--- src/logic/imu_power_defines.vh ---
// register map, field layout, reset values and timing for the power-mode and data-shadow block
// Functional notes
// - no accel or gyro enabled with power save set gives suspend, configuration kept.
// - no accel or gyro enabled with power save clear gives configuration mode.
// - enabled sensor lacking aliasing-free filtering with power save set gives low power.
// - enabled sensors filtered, gyro low-noise clear gives normal; power save ignored.
// - enabled sensors filtered, gyro enabled with low-noise set gives performance; accel same as normal.
// - every combination of enable, filter, noise and power-save bits decodes to one mode.
// - separate accel, gyro, aux and temperature enables, all clear after reset.
// - mode changes never clear registers or buffered FIFO contents.
// - power mode alters startup and functions only; quality follows filter selections.
// - gyro low-noise selector drives the precision rate-sensing configuration.
// - power save set reduces internal power without degrading configured quality.
// - FIFO logs in all modes; FIFO reads need power save clear first.
// - unrestricted access returns 450 us after power save is cleared.
// - each accel axis is a 16-bit value in low/high bytes, data 8 to 13.
// - low byte read freezes matching high byte until that high byte is read.
// - accel bandwidth field picks filter mode; 0x02 is normal filter mode.
// - reset comes up with power save set, hence in suspend.
`ifndef IMU_POWER_DEFINES_VH
`define IMU_POWER_DEFINES_VH

// byte addresses
`define ADDR_SENSOR_ENABLE   8'h00
`define ADDR_POWER_CONFIG    8'h04
`define ADDR_ACCEL_CONFIG    8'h08
`define ADDR_GYRO_CONFIG     8'h0C
`define ADDR_STATUS          8'h10
// data register indices; byte address is four times the index
`define DATA_FIRST_INDEX     6'h08
`define DATA_LAST_INDEX      6'h0D

// sensor enable fields
`define EN_ACC_BIT           0
`define EN_GYR_BIT           1
`define EN_AUX_BIT           2
`define EN_TEMP_BIT          3
`define SENSOR_ENABLE_RESET  4'h0
// power config fields
`define APS_BIT              0
`define POWER_CONFIG_RESET   1'h1
// accel config fields
`define ACC_ODR_MSB          3
`define ACC_BWP_MSB          6
`define ACC_BWP_LSB          4
`define ACC_PERF_BIT         7
`define ACCEL_CONFIG_RESET   8'hA8
`define ACC_BWP_NORMAL       3'h2
// gyro config fields
`define GYR_BWP_MSB          5
`define GYR_BWP_LSB          4
`define GYR_NOISE_BIT        6
`define GYR_PERF_BIT         7
`define GYRO_CONFIG_RESET    8'hA9
// status fields
`define ST_MODE_MSB          4
`define ST_READY_BIT         5
`define ST_SPACING_BIT       6
`define ST_FILTER_NORMAL_BIT 7

// one-hot power modes
`define MODE_SUSPEND         5'h01
`define MODE_CONFIG          5'h02
`define MODE_LOW_POWER       5'h04
`define MODE_NORMAL          5'h08
`define MODE_PERFORMANCE     5'h10

// timing
`define APS_DELAY_US         450
`define CLOCK_MHZ            100
`define APS_DELAY_CYCLES     (`APS_DELAY_US * `CLOCK_MHZ)

`endif

--- src/logic/imu_power_shadow.v ---
// power-mode decode, power-config registers and accelerometer data shadowing behind APB
`timescale 1ns/1ps
`include "imu_power_defines.vh"
module imu_power_shadow #(
   parameter DELAY_CYCLES = `APS_DELAY_CYCLES,
   parameter CNT_W        = 16
) (
   // clock and reset
   input  wire        mclk,
   input  wire        arst_n,
   // apb slave
   input  wire        psel,
   input  wire        penable,
   input  wire        pwrite,
   input  wire [7:0]  paddr,
   input  wire [31:0] pwdata,
   output reg  [31:0] prdata,
   output reg         pready,
   output reg         pslverr,
   // accelerometer samples
   input  wire [15:0] accel_x,
   input  wire [15:0] accel_y,
   input  wire [15:0] accel_z,
   input  wire        accel_sample_valid,
   // power and quality controls to the analog front end
   output reg  [4:0]  power_mode,
   output reg         accel_active,
   output reg         gyro_active,
   output reg         aux_active,
   output reg         temp_active,
   output reg         power_reduce,
   output reg         accel_aliasing_free,
   output reg  [2:0]  accel_filter_mode,
   output reg         gyro_aliasing_free,
   output reg         gyro_low_noise,
   output reg  [1:0]  gyro_filter_mode,
   output reg         access_ready,
   output reg         fifo_read_allowed
);

   localparam [4:0] ST_SUSPEND     = `MODE_SUSPEND;
   localparam [4:0] ST_CONFIG      = `MODE_CONFIG;
   localparam [4:0] ST_LOW_POWER   = `MODE_LOW_POWER;
   localparam [4:0] ST_NORMAL      = `MODE_NORMAL;
   localparam [4:0] ST_PERFORMANCE = `MODE_PERFORMANCE;
   localparam [CNT_W-1:0] DELAY    = DELAY_CYCLES[CNT_W-1:0];

   reg  [3:0]       sensor_enable_reg;
   reg              power_config_reg;
   reg  [7:0]       accel_config_reg;
   reg  [7:0]       gyro_config_reg;
   reg  [4:0]       mode_reg;
   reg  [4:0]       mode_next;
   reg  [CNT_W-1:0] ready_cnt_reg;
   reg  [CNT_W-1:0] space_cnt_reg;
   reg              spacing_err_reg;
   reg  [7:0]       data_low_reg  [0:2];
   reg  [7:0]       data_high_reg [0:2];
   reg  [7:0]       shadow_reg    [0:2];
   reg  [2:0]       lock_reg;
   reg  [31:0]      rdata_next;
   reg              err_next;
   integer          i;

   wire        setup    = psel & ~penable;
   wire        done     = psel & penable & pready;
   wire        wr_done  = done & pwrite;
   wire        rd_setup = setup & ~pwrite;
   wire [5:0]  index    = paddr[7:2];
   wire        is_data  = (index >= `DATA_FIRST_INDEX) && (index <= `DATA_LAST_INDEX);
   wire [5:0]  data_rel = index - `DATA_FIRST_INDEX;
   wire [2:0]  data_off = data_rel[2:0];
   wire [1:0]  axis     = data_off[2:1];
   wire        is_high  = data_off[0];

   // mode decode for any setting combination
   function [4:0] decode_mode;
      input acc_en;
      input gyr_en;
      input acc_perf;
      input gyr_perf;
      input gyr_noise;
      input aps;
      reg   unfiltered;
      begin
         unfiltered = (acc_en & ~acc_perf) | (gyr_en & ~gyr_perf);
         if (!acc_en && !gyr_en) begin
            decode_mode = aps ? ST_SUSPEND : ST_CONFIG;
         end else if (unfiltered && aps) begin
            decode_mode = ST_LOW_POWER;
         end else if (gyr_en && gyr_noise && !unfiltered) begin
            decode_mode = ST_PERFORMANCE;
         end else begin
            decode_mode = ST_NORMAL;
         end
      end
   endfunction

   function [7:0] axis_byte;
      input [15:0] sample;
      input        high;
      begin
         axis_byte = high ? sample[15:8] : sample[7:0];
      end
   endfunction

   always @* begin
      mode_next = decode_mode(sensor_enable_reg[`EN_ACC_BIT], sensor_enable_reg[`EN_GYR_BIT],
                              accel_config_reg[`ACC_PERF_BIT], gyro_config_reg[`GYR_PERF_BIT],
                              gyro_config_reg[`GYR_NOISE_BIT], power_config_reg);
   end

   // read data and error, captured in the setup cycle
   always @* begin
      rdata_next = 32'h0000_0000;
      err_next   = 1'b0;
      if (is_data) begin
         if (is_high) begin
            rdata_next[7:0] = lock_reg[axis] ? shadow_reg[axis] : data_high_reg[axis];
         end else begin
            rdata_next[7:0] = data_low_reg[axis];
         end
      end else begin
         case (paddr)
            `ADDR_SENSOR_ENABLE: rdata_next[3:0] = sensor_enable_reg;
            `ADDR_POWER_CONFIG:  rdata_next[`APS_BIT] = power_config_reg;
            `ADDR_ACCEL_CONFIG:  rdata_next[7:0] = accel_config_reg;
            `ADDR_GYRO_CONFIG:   rdata_next[7:0] = gyro_config_reg;
            `ADDR_STATUS: begin
               rdata_next[`ST_MODE_MSB:0]        = mode_reg;
               rdata_next[`ST_READY_BIT]         = access_ready;
               rdata_next[`ST_SPACING_BIT]       = spacing_err_reg;
               rdata_next[`ST_FILTER_NORMAL_BIT] =
                  (accel_config_reg[`ACC_BWP_MSB:`ACC_BWP_LSB] == `ACC_BWP_NORMAL);
            end
            default: err_next = 1'b1;
         endcase
      end
   end

   // apb handshake: one wait-free access phase
   always @(posedge mclk or negedge arst_n) begin
      if (!arst_n) begin
         prdata  <= 32'h0000_0000;
         pready  <= 1'b0;
         pslverr <= 1'b0;
      end else begin
         pready <= setup;
         if (setup) begin
            prdata  <= pwrite ? 32'h0000_0000 : rdata_next;
            pslverr <= err_next;
         end else if (done) begin
            pslverr <= 1'b0;
         end
      end
   end

   // control registers, kept across every mode change
   always @(posedge mclk or negedge arst_n) begin
      if (!arst_n) begin
         sensor_enable_reg <= `SENSOR_ENABLE_RESET;
         power_config_reg  <= `POWER_CONFIG_RESET;
         accel_config_reg  <= `ACCEL_CONFIG_RESET;
         gyro_config_reg   <= `GYRO_CONFIG_RESET;
      end else if (wr_done) begin
         case (paddr)
            `ADDR_SENSOR_ENABLE: sensor_enable_reg <= pwdata[3:0];
            `ADDR_POWER_CONFIG:  power_config_reg  <= pwdata[`APS_BIT];
            `ADDR_ACCEL_CONFIG:  accel_config_reg  <= pwdata[7:0];
            `ADDR_GYRO_CONFIG:   gyro_config_reg   <= pwdata[7:0];
            default: ;
         endcase
      end
   end

   // power mode state follows the decode
   always @(posedge mclk or negedge arst_n) begin
      if (!arst_n) begin
         mode_reg <= ST_SUSPEND;
      end else begin
         case (mode_next)
            ST_SUSPEND, ST_CONFIG, ST_LOW_POWER, ST_NORMAL, ST_PERFORMANCE: mode_reg <= mode_next;
            default: mode_reg <= ST_CONFIG;
         endcase
      end
   end

   // access delay after power save is cleared, and write spacing under power save
   always @(posedge mclk or negedge arst_n) begin
      if (!arst_n) begin
         ready_cnt_reg   <= {CNT_W{1'b0}};
         space_cnt_reg   <= {CNT_W{1'b0}};
         spacing_err_reg <= 1'b0;
      end else begin
         if (power_config_reg) begin
            ready_cnt_reg <= {CNT_W{1'b0}};
         end else if (ready_cnt_reg < DELAY) begin
            ready_cnt_reg <= ready_cnt_reg + 1'b1;
         end
         if (wr_done) begin
            space_cnt_reg <= {CNT_W{1'b0}};
         end else if (space_cnt_reg < DELAY) begin
            space_cnt_reg <= space_cnt_reg + 1'b1;
         end
         if (wr_done && power_config_reg && space_cnt_reg < DELAY) begin
            spacing_err_reg <= 1'b1;
         end else if (wr_done && paddr == `ADDR_STATUS && pwdata[`ST_SPACING_BIT]) begin
            spacing_err_reg <= 1'b0;
         end
      end
   end

   // accelerometer sample registers with high-byte shadowing
   always @(posedge mclk or negedge arst_n) begin
      if (!arst_n) begin
         for (i = 0; i < 3; i = i + 1) begin
            data_low_reg[i]  <= 8'h00;
            data_high_reg[i] <= 8'h00;
            shadow_reg[i]    <= 8'h00;
         end
         lock_reg <= 3'h0;
      end else begin
         if (accel_sample_valid && sensor_enable_reg[`EN_ACC_BIT]) begin
            data_low_reg[0]  <= axis_byte(accel_x, 1'b0);
            data_high_reg[0] <= axis_byte(accel_x, 1'b1);
            data_low_reg[1]  <= axis_byte(accel_y, 1'b0);
            data_high_reg[1] <= axis_byte(accel_y, 1'b1);
            data_low_reg[2]  <= axis_byte(accel_z, 1'b0);
            data_high_reg[2] <= axis_byte(accel_z, 1'b1);
         end
         if (rd_setup && is_data && !is_high) begin
            shadow_reg[axis] <= data_high_reg[axis];
            lock_reg[axis]   <= 1'b1;
         end else if (rd_setup && is_data && is_high) begin
            lock_reg[axis]   <= 1'b0;
         end
      end
   end

   // outputs to the sensor front end
   always @(posedge mclk or negedge arst_n) begin
      if (!arst_n) begin
         power_mode          <= ST_SUSPEND;
         accel_active        <= 1'b0;
         gyro_active         <= 1'b0;
         aux_active          <= 1'b0;
         temp_active         <= 1'b0;
         power_reduce        <= 1'b1;
         accel_aliasing_free <= 1'b0;
         accel_filter_mode   <= 3'h0;
         gyro_aliasing_free  <= 1'b0;
         gyro_low_noise      <= 1'b0;
         gyro_filter_mode    <= 2'h0;
         access_ready        <= 1'b0;
         fifo_read_allowed   <= 1'b0;
      end else begin
         power_mode          <= mode_reg;
         accel_active        <= sensor_enable_reg[`EN_ACC_BIT];
         gyro_active         <= sensor_enable_reg[`EN_GYR_BIT];
         aux_active          <= sensor_enable_reg[`EN_AUX_BIT];
         temp_active         <= sensor_enable_reg[`EN_TEMP_BIT];
         power_reduce        <= power_config_reg;
         // quality comes only from the filter fields, never from the mode
         accel_aliasing_free <= accel_config_reg[`ACC_PERF_BIT];
         accel_filter_mode   <= accel_config_reg[`ACC_BWP_MSB:`ACC_BWP_LSB];
         gyro_aliasing_free  <= gyro_config_reg[`GYR_PERF_BIT];
         gyro_low_noise      <= gyro_config_reg[`GYR_NOISE_BIT];
         gyro_filter_mode    <= gyro_config_reg[`GYR_BWP_MSB:`GYR_BWP_LSB];
         access_ready        <= !power_config_reg && ready_cnt_reg >= DELAY;
         fifo_read_allowed   <= !power_config_reg && ready_cnt_reg >= DELAY;
      end
   end

endmodule

--- config.mk ---
export PLATFORM = sky130hd
export DESIGN_NAME = imu_power_shadow
export DESIGN_NICKNAME = d
export VERILOG_FILES = /design/src/logic/imu_power_shadow.v
export VERILOG_INCLUDE_DIRS = /design/src /design/src/logic
export SDC_FILE = /design/constraint.sdc
export NUM_CORES = 1
export LEC_CHECK = 0
export ABC_AREA = 1
export BUFFER_PORTS_ARGS = -buffer_cell sky130_fd_sc_hd__buf_2
export CAP_MARGIN = 20
export CORE_UTILIZATION = 40
export DETAILED_ROUTE_END_ITERATION = 8
export MAX_ROUTING_LAYER = met4
export PLACE_DENSITY = 0.67
export SYNTH_ARGS = -nofsm -noshare
export SYNTH_HDL_FRONTEND = slang
export SYNTH_SLANG_ARGS = --single-unit
--- constraint.sdc ---
create_clock -name mclk -period 1.65 [get_ports mclk]
set_clock_uncertainty 0.05 [all_clocks]
set_input_delay 0.33 -clock mclk [delete_from_list [all_inputs] [get_ports mclk]]
set_output_delay 0.33 -clock mclk [all_outputs]
set_load 0.02 [all_outputs]
# Word level (Yosys, flattened, before mapping)
# Index checks and enable logic that the tools add are counted.
# Widths: inputs -> output; s select.
# word_totals
reg_bits	187
input_bits	94
out_inout_bits	54
word_cells	144
# op_classes
addsub	3
order_cmp	9
eq_ne	10
muxes	40
bitwise	16
n_reduce_logical	33
# ops
operator	count
$mux 8	11
$mux 16	4
$bmux 8 s2	3
$add 16x1->16 const B	2
$lt 16x16->1 const B	2
$bwmux 24	1
$mux 5	4
$demux 8 s2	1
$eq 8x4->1 const B	2
$ge 16x16->1 const B	1
$logic_and 1x1->1	16
$pmux 3 s4	1
$pmux 4 s3	1
$reduce_bool 2->1	5
$reduce_or 5->1	2
$eq 8x3->1 const B	1
$eq 8x5->1 const B	1
$logic_not 8->1	1
$mux 1	8
$reduce_and 2->1	4
$and 1x1->1	7
$ge 6x4->1 const B	1
$le 6x4->1 const B	1
$mux 3	2
other kinds (22)	29

# Logic depth before layout (Yosys ltp)
# depth
depth_word	11
ltp_mapped	12

# Worst setup path before layout
# Ideal clock, no wire load.
# synth_timing
path_kind	register to register
from	register pready
to	register space_cnt_reg[1]
setup_ps	117
t_arrival_ps	1408
t_required_ps	1483
setup_slack_ps	75
stages_incl_launch_ff	7
path_buffers	1
period_less_slack_ps	1575
path_cell_list	dfrtp_1 nand2_1 nor3_4 inv_1 buf_2 nand3_1 nand2_1
# synth_via
elab_chain_cells	3
# synth_lines
item	line	source
start, declared	imu_power_shadow.v:18	output reg pready,
start signal, assigned	imu_power_shadow.v:148	pready <= setup;
$and 1x1->1 *	imu_power_shadow.v:66	wire done = psel & penable & pready;
$and 1x1->1 *	imu_power_shadow.v:67	wire wr_done = done & pwrite;
$mux 16 or $reduce_bool 2->1 (tied branches)	n/a	
end signal, assigned	imu_power_shadow.v:192	space_cnt_reg <= {CNT_W{1'b0}};
end signal, assigned	imu_power_shadow.v:201	space_cnt_reg <= {CNT_W{1'b0}};
end signal, assigned	imu_power_shadow.v:203	space_cnt_reg <= space_cnt_reg + 1'b1;
end, declared	imu_power_shadow.v:55	reg [CNT_W-1:0] space_cnt_reg;
# Mark *: on every way between the ends. The rest lies on a longest branch, timed or not.
# A chain may end at the register's enable or synchronous reset.

# Worst setup path in the final report
# layout_timing
from	register space_cnt_reg[8]
to	register space_cnt_reg[13]
# layout_via
elab_chain_cells	3
# layout_lines
item	line	source
$add 16x1->16	imu_power_shadow.v:203	
$mux 16	imu_power_shadow.v:202	end else if (space_cnt_reg < DELAY) begin
$mux 16	imu_power_shadow.v:200	if (wr_done) begin
# Several ways; a longest one is shown, not always the timed one. The select of a mux whose other input is x is not followed.

==> metrics.csv <==
metric,value,unit
run status,"finished, final reports clean",
Yosys reg bits,163,
WP buf/inv,1,
min Tclk post-route,1.52,ns
critical path depth in cells,9,
crit path max fanout,19,
TritonRoute pass-1 iters,5,
Hold Crit Class,input port to flop,
top post-synthesis cells by area,"dfrtp_1 47%, nand2_1 11%, mux2_2 4.9%",
RSZ-0062 raised after global routing,false,
DP HPWL,14900,µm
I/O Pins,148,
Hold Fails Final Rpt,0,
chip height,144,µm
Initial Utilization,41.1,%
worst hold path cell count,2,
DRC Markers,0,
DRT Wirelength,19900,µm
die area,20800,µm²
R2R depth,9,
fin area,9800,µm²
Fill cells,1917,
adder-cell share of the synthesized area,0.464,%
layout cell share with drive strength beyond 1,25.9,%
antenna violations before repair,1,
core area,19700,µm²
Synth area leader,dfrtp_1,
synthesized cell area,8080,µm²
Vias/cell,4.89,
Detail Route Antenna Nets,0,
Post-Syn Instances,939,
largest family of logic cells by synthesized area,simple AND/OR/NAND/NOR gates,
YS warnings,0,
Psw,2.70,mW
all-layer global routing usage,21.0,%
worst endpoint required time,1.94,ns
"Clk Latency, worst-skew pair",0.42,ns
WP data arrival,1.81,ns
final setup fails,0,
multiplexer share of the synthesized area,4.88,%
compound-gate portion of the synthesized area,8.47,%
sw frac,28.4,%
num rows,51,
dpl cell area,9200,µm²
Sequential Power Share,47.0,%
Internal,6.79,mW
WS Path Type,flop to flop,
H-tree depth,4,
Crit-path slowest cell,dfrtp_1,
TritonCTS Buffers,17,
NumNets Final,1193,
initial DRC count,541,
Leak,4.99,nW
clock power share,38.2,%
Max VDD drop,421,µV
CP Capture Type,flop,
first-pass GRT wire length,32300,µm
CTS Sinks,163,
FMAX,657,MHz
setup_tns,0,ns
CP max stage delay,0.42,ns
CTS tree,built,
clk root buf,clkbuf_16,
vias in the first global route,6414,
"Cell Chain, Critical Path","nand2_1, nor2_2, nand2_1, nor3_2, nor2_2, nor2_4, buf_12, nand2_1, o21ai_0",
Simple-Gate Fraction of Synth Area,25.2,%
Via Count,6724,
combinational share of power,14.9,%
largest net degree at the start of global routing,48,
clk slew on worst S/H paths,0.06,ns
syn avg cell area,8.61,µm²
post-synthesis sequential area ratio,50.6,%
crit path launch type,flop,
Tightest Pin Transition,0.569,ns
DR WL/cell,14.5,µm
synth unique cells,40,
Buffers on Ports,99,
PD cells,968,nW/µm²
post-synthesis xor/xnor area fraction,1.19,%
chip width,144,µm
Worst slew margin,62.0,%
area grow syn2layout,21.3,%
critical path's top delay family,simple AND/OR/NAND/NOR gates,
share of the synthesized area in the top cell type,47.1,%
"Slew Viols, Final",0,
Max clock buf depth,2,
grt total ovfl,0,
max cap viols,0,
most used cell along the critical path,nand2_1,
Final Cycle Share,92.3,%
Final GP Congestion,0.880,
path summary, 6_finish.rpt:
kind / start / end / slack [ns]
worst max-delay path: space_cnt_reg[8] / space_cnt_reg[13] / 0.13
worst min register to register: mode_reg[0] / power_mode[0] / 0.34
worst max register to register: space_cnt_reg[8] / space_cnt_reg[13] / 0.13
min in group asynchronous: arst_n / accel_config_reg[4] / 0.34
worst min-delay path: accel_x[11] / data_high_reg[19] / 0.09
max in group asynchronous: arst_n / power_reduce / 0.57
power by group through the flow:
stage / Sequential [mW] / Clock (mW) / Combinational, mW
floorplan: 4.49 / 0 / 0.908
global placement: 4.52 / 0 / 1.35
detailed placement: 4.52 / 0 / 1.38
CTS: 4.45 / 3.68 / 1.39
global route: 4.48 / 3.84 / 1.62
finish: 4.45 / 3.62 / 1.41
cell usage in the layout, fill, tap and decap left out, types with 5 or more instances in the layout:
master / synthesis / final
nand2_1: 247 / 244
buf_4: 28 / 62
conb_1: 1 / 24
nand2_2: 6 / 7
nor2_1: 63 / 61
nor2_4: 5 / 5
a21oi_1: 23 / 23
clkbuf_16: 0 / 17
o21ai_0: 61 / 61
inv_1: 86 / 85
mux2_2: 35 / 35
o21ai_2: 5 / 5
dfstp_2: 11 / 11
nor3_1: 23 / 21
nand3_1: 72 / 72
nand4_1: 21 / 21
clkinvlp_4: 0 / 8
o211ai_1: 8 / 8
buf_2: 8 / 98
o21ai_1: 22 / 22
xor2_1: 11 / 11
buf_12: 0 / 6
inv_2: 5 / 5
dfrtp_1: 152 / 152
final cells by class:
type	instances	area [µm²]	share of cell area [%]
Timing Repair inverter	1	7.51	0.0766
Multi-Input combinational cell	652	3370	34.4
Tap cell	265	332	3.38
Clock buffer	21	460	4.70
Sequential cell	163	4090	41.7
Inverter	93	355	3.62
Clock inverter	11	81.3	0.830
Timing Repair Buffer	168	1100	11.2
Antenna cell	1	2.50	0.0255
repair_timing:
action / 4_1_cts / 5_1_grt
hold buffers: 1 / 0
endpoints found under the setup margin: 1 / 20
hold endpoints to repair: 31 / 0
cloned: 0 / 1
buffers inserted: 0 / 1
gates resized for setup: 1 / 11
routing by layer:
layer / part of all wire [%] / GRT usage [%]
met5: 0 / -
met4: 1.9 / 7.04
met3: 4.9 / 3.84
met2: 45 / 30.6
met1: 48 / 29.2
through the flow:
step	power (mW)	hold slack, ns	std cells	setup WS [ns]	util (%)
2_1_floorplan	5.40	-0.0156	962	0.0750	-
3_3_place_gp	5.86	0.223	1339	0.00316	46.8
3_5_place_dp	5.90	0.219	1339	-0.0379	46.8
4_1_cts	9.52	0.0721	1372	0.0455	49.6
5_1_grt	9.95	0.0693	1375	0.00554	49.9
6_report	9.49	0.0895	1375	0.127	49.9
synthesized netlist by cell type:
master and instances:
o22ai_1 2, nand2_2 6, o31ai_1 1, o21ai_1 22, o21ai_2 5, buf_4 28
inv_4 1, conb_1 1, inv_1 86, clkbuf_1 9, buf_2 8, nand3b_2 1
a41oi_1 1, o21ai_0 61, dfrtp_1 152, inv_2 5, nor2_1 63, nand4_1 21
nor3_4 1, nor2_4 5, ha_1 3, a31oi_1 1, nor3_1 23, dfstp_2 11
xor2_1 11, a21oi_1 23, clkinv_1 1, nand2_4 2, nand3_4 3, o211ai_1 8
nand3b_1 4, buf_6 9, nand3_1 72, a21boi_0 2, nand3_2 1, nor2_2 2
mux2_2 35, nor3_2 1, nand2_1 247, and3_1 1
cells by family (layout without fill, tap and decap cells):
family	Yosys count	after routing
XOR/XNOR	11	11
AND/OR/NAND/NOR	453	453
adder cells (fa/ha/maj)	3	3
AO/OA/AOI/OAI	126	126
multiplexers	35	35
other	1	25
buffers and inverters	147	294
flip-flops	163	163
No activity file was read; power rests on OpenSTA's default activity.
